<file path="src/stx_pkg.sv">
// Constants and types for the store, trap and exclusive-OR decode stage.
// Assumes a 64-bit integer core fed one instruction word per valid cycle.
package stx_pkg;
   // ------------------------------------------------------------
   // Field positions and opcodes
   // ------------------------------------------------------------
   localparam int OP_MSB = 31;
   localparam int OP_LSB = 26;
   localparam logic [5:0] OP_SPECIAL = 6'h00;
   localparam logic [5:0] OP_REGISTER_IMMEDIATE_CLASS = 6'h01;
   localparam logic [5:0] OP_EXCLUSIVE_OR_IMM_INSN = 6'h0E;
   localparam logic [5:0] OP_SYSTEM_COPROCESSOR = 6'h10;
   localparam logic [5:0] OP_COP1 = 6'h11;
   localparam logic [5:0] OP_COP2 = 6'h12;
   localparam logic [5:0] OP_SWR = 6'h2E;
   localparam logic [5:0] FN_SYSTEM_CALL_INSN = 6'h0C;
   localparam logic [5:0] FN_XOR = 6'h26;
   localparam logic [5:0] FN_TGE = 6'h30;
   localparam logic [5:0] FN_TRAP_GE_UNSIGNED_INSN = 6'h31;
   localparam logic [5:0] FN_TLT = 6'h32;
   localparam logic [5:0] FN_TRAP_LT_UNSIGNED_INSN = 6'h33;
   localparam logic [5:0] FN_TEQ = 6'h34;
   localparam logic [5:0] FN_TNE = 6'h36;
   localparam logic [2:0] CP0_TRANSLATION_READ_INSN = 3'h1;
   localparam logic [2:0] CP0_TRANSLATION_WRITE_INDEXED_INSN = 3'h2;
   localparam logic [2:0] CP0_TRANSLATION_WRITE_RANDOM_INSN = 3'h6;
   localparam logic [2:0] CP0_TRANSLATION_PROBE_INSN = 3'h0;
   localparam logic [2:0] CP0_EXCEPTION_RETURN_INSN = 3'h0;
   localparam logic [2:0] CP0_DEBUG_RETURN_INSN = 3'h7;
   localparam logic [2:0] CP0_WAIT = 3'h0;
   localparam logic [2:0] ROW_0 = 3'h0;
   localparam logic [2:0] ROW_1 = 3'h1;
   localparam logic [2:0] ROW_3 = 3'h3;
   localparam logic [2:0] ROW_4 = 3'h4;
   // ------------------------------------------------------------
   // Store and reset values
   // ------------------------------------------------------------
   localparam logic [1:0] WORD_BYTES_M1 = 2'h3;
   localparam logic [2:0] BEM_HI_OFFSET = 3'h4;
   localparam logic [63:0] DATA_RST = 64'h0;
   // ------------------------------------------------------------
   // Result kinds
   // ------------------------------------------------------------
   typedef enum logic [3:0] {
      EXC_NONE = 4'h0,
      EXC_SYSTEM_CALL_INSN = 4'h1,
      EXC_TRAP = 4'h2,
      EXC_RESERVED = 4'h4,
      EXC_STORE = 4'h8
   } stx_exc_type;
   typedef enum logic [2:0] {
      ST_IDLE = 3'b001,
      ST_ISSUE = 3'b010,
      ST_FLUSH = 3'b100
   } stx_state_type;
   typedef enum logic [3:0] {
      CP0_NOP = 4'h0,
      CP0_TRD = 4'h1,
      CP0_TWI = 4'h2,
      CP0_TWR = 4'h3,
      CP0_TPRB = 4'h4,
      CP0_XRET = 4'h5,
      CP0_DRET = 4'h6,
      CP0_WAITI = 4'h7
   } stx_cp0_type;
endpackage

</file>
<file path="src/stx_decode.sv">
// Decode and execute stage for store-word-right, system call, traps and exclusive-OR.
// Assumes operands already read from the register file and one clock with async reset.
`timescale 1ns/1ns
// Overview of operation
// - Store right index 0 little core: type 3, offset 0 or 4 by memory endian and address bit 2.
// - Store right writes word minus index bytes, register shifted up eight times index.
// - Address bit 2 xor core endian zero puts data low, else high half.
// - Byte index is low address bits xor core big-endian on both bits.
// - System call always raises its exception at once.
// - Code field of system call and traps is ignored.
// - Register greater-or-equal traps, signed and unsigned variants.
// - Unsigned immediate greater-or-equal trap uses sign-extended immediate.
// - Signed immediate less-than trap uses sign-extended immediate.
// - Unsigned register less-than trap.
// - Register not-equal trap.
// - Register exclusive-OR writes destination, no exception.
// - Immediate exclusive-OR zero-extends immediate, writes target, no exception.
// - Register-immediate class decoded by rt rows 20-19 and columns 18-16.
// - System coprocessor function decoded by rows 5-3 and columns 2-0.
// - Reserved decode entries raise a reserved instruction exception.
// - Unused system coprocessor functions execute as no-operation.
// - Doubleword coprocessor moves need kernel or 64-bit mode.
// - Coprocessor branch rt codes valid only under the branch rs class.
module stx_decode
   import stx_pkg::*;
(
   input wire logic i_sys_clk,
   input wire logic i_resetn,
   input wire logic i_valid,
   input wire logic [31:0] i_insn,
   input wire logic [63:0] i_rs_val,
   input wire logic [63:0] i_rt_val,
   input wire logic [63:0] i_vaddr,
   input wire logic i_core_big_endian,
   input wire logic i_memory_big_endian,
   input wire logic i_kernel_or_64bit,
   input wire logic i_exc_ack,
   output logic o_ready,
   output logic o_wb_en,
   output logic [4:0] o_wb_reg,
   output logic [63:0] o_wb_data,
   output logic o_store_en,
   output logic [1:0] o_store_type,
   output logic [2:0] o_store_offset,
   output logic [63:0] o_store_data,
   output logic [3:0] o_exc,
   output logic [3:0] o_cp0_op,
   output logic o_cp0_en
);
   // ------------------------------------------------------------
   // Field extraction
   // ------------------------------------------------------------
   function automatic logic [63:0] sext16(input logic [15:0] imm);
      sext16 = {{48{imm[15]}}, imm};
   endfunction

   wire logic [5:0] op = i_insn[OP_MSB:OP_LSB];
   wire logic [4:0] rs_f = i_insn[25:21];
   wire logic [4:0] rt_f = i_insn[20:16];
   wire logic [4:0] rd_f = i_insn[15:11];
   wire logic [5:0] fn = i_insn[5:0];
   wire logic [15:0] imm = i_insn[15:0];
   wire logic [63:0] imm_sx = sext16(imm);
   wire logic [63:0] imm_zx = {48'h0, imm};
   wire logic is_special = (op == OP_SPECIAL);
   wire logic is_register_immediate_class = (op == OP_REGISTER_IMMEDIATE_CLASS);
   wire logic is_cop = (op == OP_SYSTEM_COPROCESSOR) || (op == OP_COP1) || (op == OP_COP2);

   // ------------------------------------------------------------
   // Trap compares
   // ------------------------------------------------------------
   // code ignored: register traps and system call never read bits 25-6.
   wire logic ge_s = $signed(i_rs_val) >= $signed(i_rt_val);
   wire logic ge_u = i_rs_val >= i_rt_val;
   wire logic lt_s = !ge_s;
   wire logic lt_u = !ge_u;
   wire logic ne = i_rs_val != i_rt_val;
   wire logic gei_s = $signed(i_rs_val) >= $signed(imm_sx);
   wire logic gei_u = i_rs_val >= imm_sx;
   wire logic lti_s = $signed(i_rs_val) < $signed(imm_sx);
   wire logic lti_u = i_rs_val < imm_sx;

   wire logic sp_trap = is_special && (
      ((fn == FN_TGE) && ge_s) || ((fn == FN_TRAP_GE_UNSIGNED_INSN) && ge_u) ||
      ((fn == FN_TLT) && lt_s) || ((fn == FN_TRAP_LT_UNSIGNED_INSN) && lt_u) ||
      ((fn == FN_TEQ) && !ne) || ((fn == FN_TNE) && ne));
   wire logic sp_known = (fn == FN_TGE) || (fn == FN_TRAP_GE_UNSIGNED_INSN) || (fn == FN_TLT) ||
      (fn == FN_TRAP_LT_UNSIGNED_INSN) || (fn == FN_TEQ) || (fn == FN_TNE) ||
      (fn == FN_SYSTEM_CALL_INSN) || (fn == FN_XOR);

   // ------------------------------------------------------------
   // Register-immediate map
   // ------------------------------------------------------------
   // row and column decode
   wire logic [1:0] ri_row = rt_f[4:3];
   wire logic [2:0] ri_col = rt_f[2:0];
   wire logic ri_branch = (ri_row == 2'h0 || ri_row == 2'h2) && !ri_col[2];
   wire logic ri_trap_row = (ri_row == 2'h1) && (ri_col != 3'h5) && (ri_col != 3'h7);
   logic ri_trap;
   always_comb begin
      case (ri_col)
         3'h0: ri_trap = gei_s;
         3'h1: ri_trap = gei_u;
         3'h2: ri_trap = lti_s;
         3'h3: ri_trap = lti_u;
         3'h4: ri_trap = (i_rs_val == imm_sx);
         3'h6: ri_trap = (i_rs_val != imm_sx);
         default: ri_trap = 1'b0;
      endcase
   end
   wire logic ri_resv = is_register_immediate_class && !ri_branch && !ri_trap_row;

   // ------------------------------------------------------------
   // Coprocessor maps
   // ------------------------------------------------------------
   wire logic [1:0] cr_row = rs_f[4:3];
   wire logic [2:0] cr_col = rs_f[2:0];
   wire logic cop_dmove = (cr_row == 2'h0) && (cr_col == 3'h1 || cr_col == 3'h5);
   wire logic cop_move = (cr_row == 2'h0) && (cr_col[1:0] != 2'h3);
   wire logic cop_bc = (cr_row == 2'h1) && (cr_col == 3'h0);
   wire logic cop_co = (cr_row == 2'h2) || (cr_row == 2'h3);
   // branch codes only under branch class
   wire logic bc_ok = cop_bc && (rt_f[4:2] == 3'h0);
   wire logic dmove_bad = cop_dmove && !i_kernel_or_64bit;
   wire logic cop_resv = is_cop && (dmove_bad || (!cop_move && !cop_co && !bc_ok));

   wire logic [2:0] cf_row = fn[5:3];
   wire logic [2:0] cf_col = fn[2:0];
   logic [3:0] cp0_kind;
   always_comb begin
      cp0_kind = CP0_NOP;
      if (cf_row == ROW_0 && cf_col == CP0_TRANSLATION_READ_INSN) begin
         cp0_kind = CP0_TRD;
      end else if (cf_row == ROW_0 && cf_col == CP0_TRANSLATION_WRITE_INDEXED_INSN) begin
         cp0_kind = CP0_TWI;
      end else if (cf_row == ROW_0 && cf_col == CP0_TRANSLATION_WRITE_RANDOM_INSN) begin
         cp0_kind = CP0_TWR;
      end else if (cf_row == ROW_1 && cf_col == CP0_TRANSLATION_PROBE_INSN) begin
         cp0_kind = CP0_TPRB;
      end else if (cf_row == ROW_3 && cf_col == CP0_EXCEPTION_RETURN_INSN) begin
         cp0_kind = CP0_XRET;
      end else if (cf_row == ROW_3 && cf_col == CP0_DEBUG_RETURN_INSN) begin
         cp0_kind = CP0_DRET;
      end else if (cf_row == ROW_4 && cf_col == CP0_WAIT) begin
         cp0_kind = CP0_WAITI;
      end
   end
   wire logic cp0_fn = (op == OP_SYSTEM_COPROCESSOR) && cop_co && (cp0_kind != CP0_NOP);

   // ------------------------------------------------------------
   // Store-word-right merge
   // ------------------------------------------------------------
   // byte index
   wire logic [1:0] sw_byte = i_vaddr[1:0] ^ {2{i_core_big_endian}};
   wire logic [31:0] sw_word = i_rt_val[31:0] << {sw_byte, 3'h0};
   wire logic sw_hi = i_vaddr[2] ^ i_core_big_endian;
   wire logic [63:0] sw_data = sw_hi ? {sw_word, 32'h0} : {32'h0, sw_word};
   wire logic [1:0] sw_type = WORD_BYTES_M1 - sw_byte;
   wire logic [2:0] sw_off = i_memory_big_endian ? {!sw_hi, 2'h0} : {sw_hi, sw_byte};
   wire logic is_swr = (op == OP_SWR);

   // ------------------------------------------------------------
   // Outcome
   // ------------------------------------------------------------
   wire logic is_system_call_insn = is_special && (fn == FN_SYSTEM_CALL_INSN);
   wire logic is_xor = is_special && (fn == FN_XOR);
   wire logic is_exclusive_or_imm_insn = (op == OP_EXCLUSIVE_OR_IMM_INSN);
   wire logic sp_resv = is_special && !sp_known;
   logic [3:0] exc_kind;
   always_comb begin
      if (is_system_call_insn) begin
         exc_kind = EXC_SYSTEM_CALL_INSN;
      end else if (sp_trap || (is_register_immediate_class && ri_trap_row && ri_trap)) begin
         exc_kind = EXC_TRAP;
      end else if (ri_resv || cop_resv || sp_resv) begin
         exc_kind = EXC_RESERVED;
      end else begin
         exc_kind = EXC_NONE;
      end
   end

   stx_state_type state;
   stx_state_type next_state;
   wire logic take = (state != ST_FLUSH) && i_valid;
   wire logic fault = take && (exc_kind != EXC_NONE);
   always_comb begin
      case (state)
         ST_IDLE: next_state = fault ? ST_FLUSH : (i_valid ? ST_ISSUE : ST_IDLE);
         ST_ISSUE: next_state = fault ? ST_FLUSH : (i_valid ? ST_ISSUE : ST_IDLE);
         ST_FLUSH: next_state = i_exc_ack ? ST_IDLE : ST_FLUSH;
         default: next_state = ST_IDLE;
      endcase
   end
   wire logic go = i_valid && (state != ST_FLUSH) && (exc_kind == EXC_NONE);
   wire logic next_ready = (next_state != ST_FLUSH);

   wire logic [63:0] xor_r = i_rs_val ^ i_rt_val;
   wire logic [63:0] xor_i = i_rs_val ^ imm_zx;

   always_ff @(posedge i_sys_clk or negedge i_resetn) begin
      if (!i_resetn) begin
         state <= ST_IDLE;
      end else begin
         state <= next_state;
      end
   end

   // no write or store on fault, younger held
   always_ff @(posedge i_sys_clk or negedge i_resetn) begin
      if (!i_resetn) begin
         o_ready <= 1'b1;
         o_wb_en <= 1'b0;
         o_wb_reg <= 5'h0;
         o_wb_data <= DATA_RST;
         o_store_en <= 1'b0;
         o_store_type <= 2'h0;
         o_store_offset <= 3'h0;
         o_store_data <= DATA_RST;
         o_exc <= EXC_NONE;
         o_cp0_op <= CP0_NOP;
         o_cp0_en <= 1'b0;
      end else begin
         o_ready <= next_ready;
         o_wb_en <= go && (is_xor || is_exclusive_or_imm_insn);
         o_wb_reg <= is_xor ? rd_f : rt_f;
         o_wb_data <= is_xor ? xor_r : xor_i;
         o_store_en <= go && is_swr;
         o_store_type <= sw_type;
         o_store_offset <= sw_off;
         o_store_data <= sw_data;
         o_exc <= (i_valid && state != ST_FLUSH) ? exc_kind : EXC_NONE;
         o_cp0_op <= cp0_kind;
         o_cp0_en <= go && cp0_fn;
      end
   end
endmodule

</file>
<file path="config.mk">
export PLATFORM = sky130hd
export DESIGN_NAME = stx_decode
export DESIGN_NICKNAME = d
export VERILOG_FILES = /design/src/stx_pkg.sv /design/src/stx_decode.sv
export SDC_FILE = /design/constraint.sdc
export NUM_CORES = 1
export LEC_CHECK = 0
export BUFFER_PORTS_ARGS = -buffer_cell sky130_fd_sc_hd__buf_2
export CORE_ASPECT_RATIO = 1.75
export CORE_MARGIN = 2
export CORE_UTILIZATION = 35
export DETAILED_ROUTE_END_ITERATION = 8
export PLACE_DENSITY = 0.6
export SETUP_SLACK_MARGIN = 0.5
export SLEW_MARGIN = 25
export SYNTH_ARGS = -nofsm -noshare
export SYNTH_HDL_FRONTEND = slang
export SYNTH_SLANG_ARGS = --single-unit
export TNS_END_PERCENT = 5
</file>
<file path="constraint.sdc">
create_clock -name i_sys_clk -period 1.45 [get_ports i_sys_clk]
set_clock_uncertainty 0.15 [all_clocks]
set_input_delay 0.29 -clock i_sys_clk [delete_from_list [all_inputs] [get_ports i_sys_clk]]
set_output_delay 0.29 -clock i_sys_clk [all_outputs]
set_load 0.02 [all_outputs]
</file>
After elaboration in Yosys (flattened, before gate mapping)
Index checks and enable logic that the tools add are counted.
{"block": "classes", "add_sub_neg": 1, "n_lt_le_gt_ge": 6, "n_eq_ne": 44, "shifts": 1, "n_mux": 20, "bitwise": 4, "n_reduce_logical": 86}
{"op": "$ge A64 B64 Y1", "n": 3}
{"op": "$mux W64", "n": 2}
{"op": "$ne A64 B64 Y1", "n": 2}
{"op": "$eq A64 B64 Y1", "n": 1}
{"op": "$ge A64 B16 Y1", "n": 1}
{"op": "$lt A64 B16 Y1", "n": 1}
{"op": "$lt A64 B64 Y1", "n": 1}
{"op": "$xor A64 B16 Y64", "n": 1}
{"op": "$xor A64 B64 Y64", "n": 1}
{"op": "$eq A6 B6 Y1 const B", "n": 8}
{"op": "$logic_and A1 B1 Y1", "n": 40}
{"op": "$mux W3", "n": 13}
{"op": "$shl A32 B5 Y32", "n": 1}
{"op": "$logic_or A1 B1 Y1", "n": 22}
{"op": "$eq A3 B3 Y1 const B", "n": 7}
{"op": "$eq A6 B5 Y1 const B", "n": 3}
{"op": "$eq A3 B1 Y1 const B", "n": 5}
{"op": "$eq A3 B2 Y1 const B", "n": 5}
{"op": "$logic_not A3 Y1", "n": 5}
{"op": "$eq A6 B4 Y1 const B", "n": 2}
{"op": "$logic_not A1 Y1", "n": 12}
{"op": "$ne A3 B3 Y1 const B", "n": 4}
{"op": "$reduce_bool A4 Y1", "n": 2}
{"op": "$eq A2 B2 Y1 const B", "n": 3}
{"op": "15 further kinds", "n": 17}
{"block": "totals", "regBits": 153, "inputBits": 231, "out_inout_bits": 150, "wordCells": 174}

Logic depth before layout (Yosys ltp)
{"block": "logic_depth", "depth_word": 19, "depth_mapped": 12, "depth_no_buf": 11}

Worst setup path before layout
OpenSTA, ideal clock, no wires.
{"block": "synth_timing", "path_type": "in2reg", "start": "in i_insn[15]", "end": "reg o_ready", "setup_time_ns": 0.082, "t_arrival_ns": 3.257, "required_time_ns": 1.218, "path_slack_ns": -2.039, "path_stages": 11, "path_buffers": 0, "path_cell_list": "inv_1 -> ha_1 -> nand4_2 -> nor4_4 -> nand4_2 -> or3_1 -> nand3_2 -> nor4b_4 -> a311oi_1 -> o2111a_1 -> or2_1"}
{"block": "synth_via", "elab_chain_len": 11, "word_cells_on_any_way": 16, "classes_between": "order compare (4); eq/ne (3); mux (5); reduce/logical (4)"}
{"item": "start, declared", "line_no": "stx_decode.sv:30", "text": "input wire logic [31:0] i_insn,"}
{"item": "$lt A64 B64 Y1, or another cell as far along", "line_no": "stx_decode.sv:81", "text": "wire logic lti_u = i_rs_val < imm_sx;"}
{"item": "$pmux W1 S6 *", "line_no": "stx_decode.sv:101", "text": "case (ri_col)"}
{"item": "$logic_and A1 B1 Y1 *", "line_no": "stx_decode.sv:173", "text": "end else if (sp_trap || (is_register_immediate_class && ri_trap_row && ri_trap)) begin"}
{"item": "$logic_or A1 B1 Y1 *", "line_no": "stx_decode.sv:173"}
{"item": "$mux W3 *", "line_no": "stx_decode.sv:173"}
{"item": "$mux W3 *", "line_no": "stx_decode.sv:171", "text": "if (is_system_call_insn) begin"}
{"item": "$reduce_bool A4 Y1 *", "line_no": "stx_decode.sv:185", "text": "wire logic fault = take && (exc_kind != EXC_NONE);"}
{"item": "$logic_and A1 B1 Y1 *", "line_no": "stx_decode.sv:185"}
{"item": "$mux W3 *", "line_no": "stx_decode.sv:188, stx_decode.sv:189"}
{"item": "$pmux W3 S2 *", "line_no": "stx_decode.sv:187", "text": "case (state)"}
{"item": "$ne A3 B3 Y1 *", "line_no": "stx_decode.sv:195", "text": "wire logic next_ready = (next_state != ST_FLUSH);"}
{"item": "via next_ready", "line_no": "stx_decode.sv:195"}
{"item": "end signal, assigned", "line_no": "stx_decode.sv:223", "text": "o_ready <= next_ready;"}
{"item": "end, declared", "line_no": "stx_decode.sv:38", "text": "output logic o_ready,"}
The timed path passes the listed nets; every way through them passes the cells marked *.

Final worst setup path
Same ends and word-level chain as after synthesis.

==> impl_metrics.xml <==
<?xml version="1.0" encoding="UTF-8"?>
<metrics>
  <group name="run_status">
    <metric name="status" unit="">complete, but fails checks</metric>
    <metric name="violations" unit="">negative hold slack, negative setup slack</metric>
  </group>
  <group name="clock_network">
    <metric name="ctsRootBufferMaster" unit="">sky130_fd_sc_hd__clkbuf_16</metric>
    <metric name="hold_buffers" unit="">20</metric>
    <metric name="clock_sinks" unit="">151</metric>
    <metric name="cts_inserted_buffers" unit="">17</metric>
    <metric name="cts_tree" unit="">built</metric>
    <metric name="cts.htree.levels" unit="">4</metric>
    <metric name="max-clock-path-buffers" unit="">2</metric>
    <metric name="insertion_delay" unit="ns">0.45</metric>
    <metric name="worst_setup_hold_path_clk_slew" unit="ns">0.07</metric>
  </group>
  <group name="power">
    <metric name="p_total" unit="µW">14370</metric>
    <metric name="power_leakage" unit="µW">0.008359</metric>
    <metric name="areal_power_density_over_the_cells" unit="mW/mm²">868.0</metric>
    <metric name="vdd_ir_drop_max" unit="V">0.0008682</metric>
  </group>
  <group name="layout">
    <metric name="layout.cells.most_common" unit="">sky130_fd_sc_hd__buf_4</metric>
    <metric name="final_layout_size_suffix_gt1_share" unit="%">54.69</metric>
    <metric name="flow.area_growth_from_synthesis" unit="%">80.69</metric>
    <metric name="most-common-layout-cells" unit="">sky130_fd_sc_hd__buf_4, sky130_fd_sc_hd__buf_2, sky130_fd_sc_hd__buf_6</metric>
    <metric name="num-nets-final" unit="">1924</metric>
  </group>
  <group name="logic_synthesis">
    <metric name="syn-cell-area" unit="mm²">0.009164</metric>
    <metric name="syn_area_per_cell" unit="µm²">9.370</metric>
    <metric name="synth-compound-area-share" unit="%">14.12</metric>
    <metric name="synth_cell_type_count" unit="">70</metric>
    <metric name="ys.warnings.count" unit="">0</metric>
    <metric name="share_of_synthesized_area_occupied_by_flip_flops_and_latches" unit="%">41.26</metric>
    <metric name="cell_count_after_synthesis" unit="">978</metric>
    <metric name="async_reset_ff_share" unit="%">100.0</metric>
    <metric name="number_of_enable_type_register_cells_in_the_synthesized_netlist" unit="">0</metric>
    <metric name="postSynth.topFlopCell" unit="">sky130_fd_sc_hd__dfrtp_1</metric>
    <metric name="synth_seq_cells" unit="">151</metric>
    <metric name="synth.mux.area_fraction" unit="%">1.857</metric>
    <metric name="synth_fa_ha_area_share" unit="%">17.48</metric>
    <metric name="synthSimpleGateAreaFrac" unit="%">19.35</metric>
    <metric name="synthXorXnorAreaFrac" unit="%">0.5735</metric>
    <metric name="largest_family_of_logic_cells_by_synthesized_area" unit="">simple AND/OR/NAND/NOR gates</metric>
  </group>
  <group name="critical_path">
    <metric name="crit_family" unit="">buffers and inverters</metric>
    <metric name="critical_path.n_buffers_inverters" unit="">7</metric>
    <metric name="required_worst_endpoint" unit="ns">1.70</metric>
    <metric name="timing.critical_path.from_type" unit="">input pin</metric>
    <metric name="setup.worst_path.class" unit="">in -&gt; reg</metric>
    <metric name="critical_path_arrival" unit="ns">3.08</metric>
    <metric name="max_stage_delay" unit="ns">0.39</metric>
    <metric name="reg2reg_from" unit="">state[1]</metric>
    <metric name="rrSetupSlack" unit="ns">-0.13</metric>
    <metric name="ff2ff_path_depth" unit="">6</metric>
    <metric name="worstSetupEndpointType" unit="">flip-flop</metric>
    <metric name="reg2reg_to" unit="">o_ready</metric>
    <metric name="crit_top_cell" unit="">sky130_fd_sc_hd__buf_4</metric>
    <metric name="crit_fanout" unit="">25</metric>
    <metric name="crit_path_cell_trace" unit="">buf_2 &gt; clkinvlp_4 &gt; buf_12 &gt; buf_12 &gt; ha_1 &gt; nand4_1 &gt; nor4_4 &gt; buf_4 &gt; a21oi_1 &gt; o22ai_1 &gt; a211oi_2 &gt; buf_4 &gt; buf_4 &gt; a311oi_2 &gt; o2111a_1 &gt; or2_1</metric>
    <metric name="critPathSlowestCell" unit="">sky130_fd_sc_hd__nor4_4</metric>
  </group>
  <group name="floorplan">
    <metric name="initial_utilization" unit="%">35.43</metric>
    <metric name="ios" unit="">381</metric>
    <metric name="rows" unit="">78</metric>
    <metric name="chipHeight" unit="µm">218.1</metric>
    <metric name="full_die_area" unit="mm²">0.02754</metric>
    <metric name="coreArea" unit="mm²">0.02586</metric>
    <metric name="die_w" unit="µm">126.3</metric>
  </group>
  <group name="sta">
    <metric name="final_min_period_over_clock_period" unit="%">195.3</metric>
    <metric name="finalWorstSetupSlack" unit="ns">-1.382</metric>
    <metric name="setup_repair_after_global_routing_missed_its_margin" unit="">yes</metric>
    <metric name="setup_viol" unit="">79</metric>
    <metric name="maxClockFrequency" unit="MHz">353.1</metric>
    <metric name="fin_worst_hold_slack" unit="ns">-0.4324</metric>
    <metric name="finalWorstPathRequiredPeriod" unit="ns">2.832</metric>
    <metric name="slew_viol_final" unit="">0</metric>
    <metric name="hold_viol" unit="">158</metric>
  </group>
  <group name="global_route">
    <metric name="global_route.overflow_total" unit="">0</metric>
    <metric name="global_route.usage.total" unit="%">26.76</metric>
    <metric name="pin_count_of_the_biggest_net_entering_global_routing" unit="">38</metric>
    <metric name="grt_first_pass_wirelength" unit="mm">55.79</metric>
    <metric name="number_of_antenna_violations_at_the_first_check_in_global_routing" unit="">4</metric>
    <metric name="grt_pass1_vias" unit="">10421</metric>
  </group>
  <group name="place">
    <metric name="gp_congestion" unit="">0.8943</metric>
    <metric name="port_buffers" unit="">317</metric>
    <metric name="hpwlAfterDp" unit="mm">27.13</metric>
  </group>
  <group name="routing">
    <metric name="route.detailed.drc" unit="">0</metric>
    <metric name="via_per_inst" unit="">5.156</metric>
    <metric name="detail_route.wl_per_cell" unit="µm">19.74</metric>
    <metric name="wirelength" unit="mm">37.49</metric>
    <metric name="final_antenna_net_count" unit="">0</metric>
    <metric name="drtPass1Iterations" unit="">4</metric>
    <metric name="detail_route.iter0.violations" unit="">411</metric>
    <metric name="vias" unit="">9791</metric>
  </group>
  <group name="flow_run">
    <metric name="drv_cap" unit="">0</metric>
  </group>
  <group name="worst_hold_path">
    <metric name="hp-class" unit="">in -&gt; async</metric>
  </group>
</metrics>
## per-layer routing
metal / GRT usage (%) / vias up / routed length (µm)
met2: 50.86 / 338 / 21100
li1: - / 4658 / -
met1: 25.84 / 4671 / 12380
met4: 16.67 / 6 / 2181
met5: 0 / - / 45
met3: 5.520 / 118 / 1772
## worst max path at each step
stage / startpoint / endpoint / slack, ns / cells after the start
3_3_place_gp: i_insn[15] / state[2] / -1.77 / 15
5_1_grt: i_insn[15] / o_ready / -1.52 / 15
4_1_cts: i_insn[15] / o_ready / -1.29 / 14
6_report: i_insn[15] / o_ready / -1.38 / 16
3_5_place_dp: i_insn[15] / state[2] / -1.84 / 15
2_1_floorplan: i_insn[15] / o_ready / -1.95 / 11
## what timing repair did
item,in CTS,in global routing
endpoints found under the setup margin,297,296
hold endpoints to repair,177,157
pin swaps,115,110
gates cloned,9,3
setup buffers,6,4
resized for setup,531,163
## synth_stat cells, drive strengths merged, types with 3 or more instances
library cell,instances,area (µm²)
a211oi,12,95.09
a21o,5,37.54
a21oi,83,415.4
a221oi,8,70.07
a22oi,3,22.52
a31oi,3,25.02
and2,20,126.4
and3,17,106.4
buf,6,42.53
clkbuf,28,115.1
dfrtp,149,3729
ha,128,1602
inv,88,330.3
mux2i,17,170.2
nand2,105,396.6
nand2b,6,37.54
nand3,14,75.07
nand4,36,301.5
nor2,64,240.2
nor2b,21,131.4
nor3,14,85.08
nor4,15,130.1
o211ai,4,30.03
o21ai,88,440.4
or3,3,20.02
xnor2,5,43.79
## metrics by stage
step	util [%]	setup slack [ns]	TNS [ns]	std cells	area, µm²
global route	64.03	-1.517	-28.40	1899	16560
detailed placement	50.28	-1.837	-83.81	1824	13000
global placement	50.28	-1.774	-82.62	1824	13000
floorplan	-	-1.953	-53.79	979	9199
CTS	61.13	-1.291	-22.74	1891	15810
finish	64.03	-1.382	-24.48	1899	16560
## final cells by class
class                           instances  area, µm²
Sequential cell                       151       3781
Multi-Input combinational cell        706       6162
Clock inverter                         13      195.2
Antenna cell                            1      2.502
Tap cell                              320      400.4
Fill cell                            1973       9304
Inverter                               88      334.1
Clock buffer                           19      442.9
Timing Repair Buffer                  601       5240
## cell families after synthesis
kind of cell	after synthesis
xor gates and xnor gates	6
muxes	17
other	1
DFF	151
buffers and inverters	122
and+or+nand+nor	329
adders and majority gates	128
AOI/OAI and AO/OA	224
## power breakdown
part           internal, µW  leakage, µW  switching, µW
Sequential             4550      0.00189            185
Combinational          2330      0.00616           2420
Clock                  2950     0.000312           1930
Total                  9830      0.00836           4540
Power figures use the tool's default switching activity.
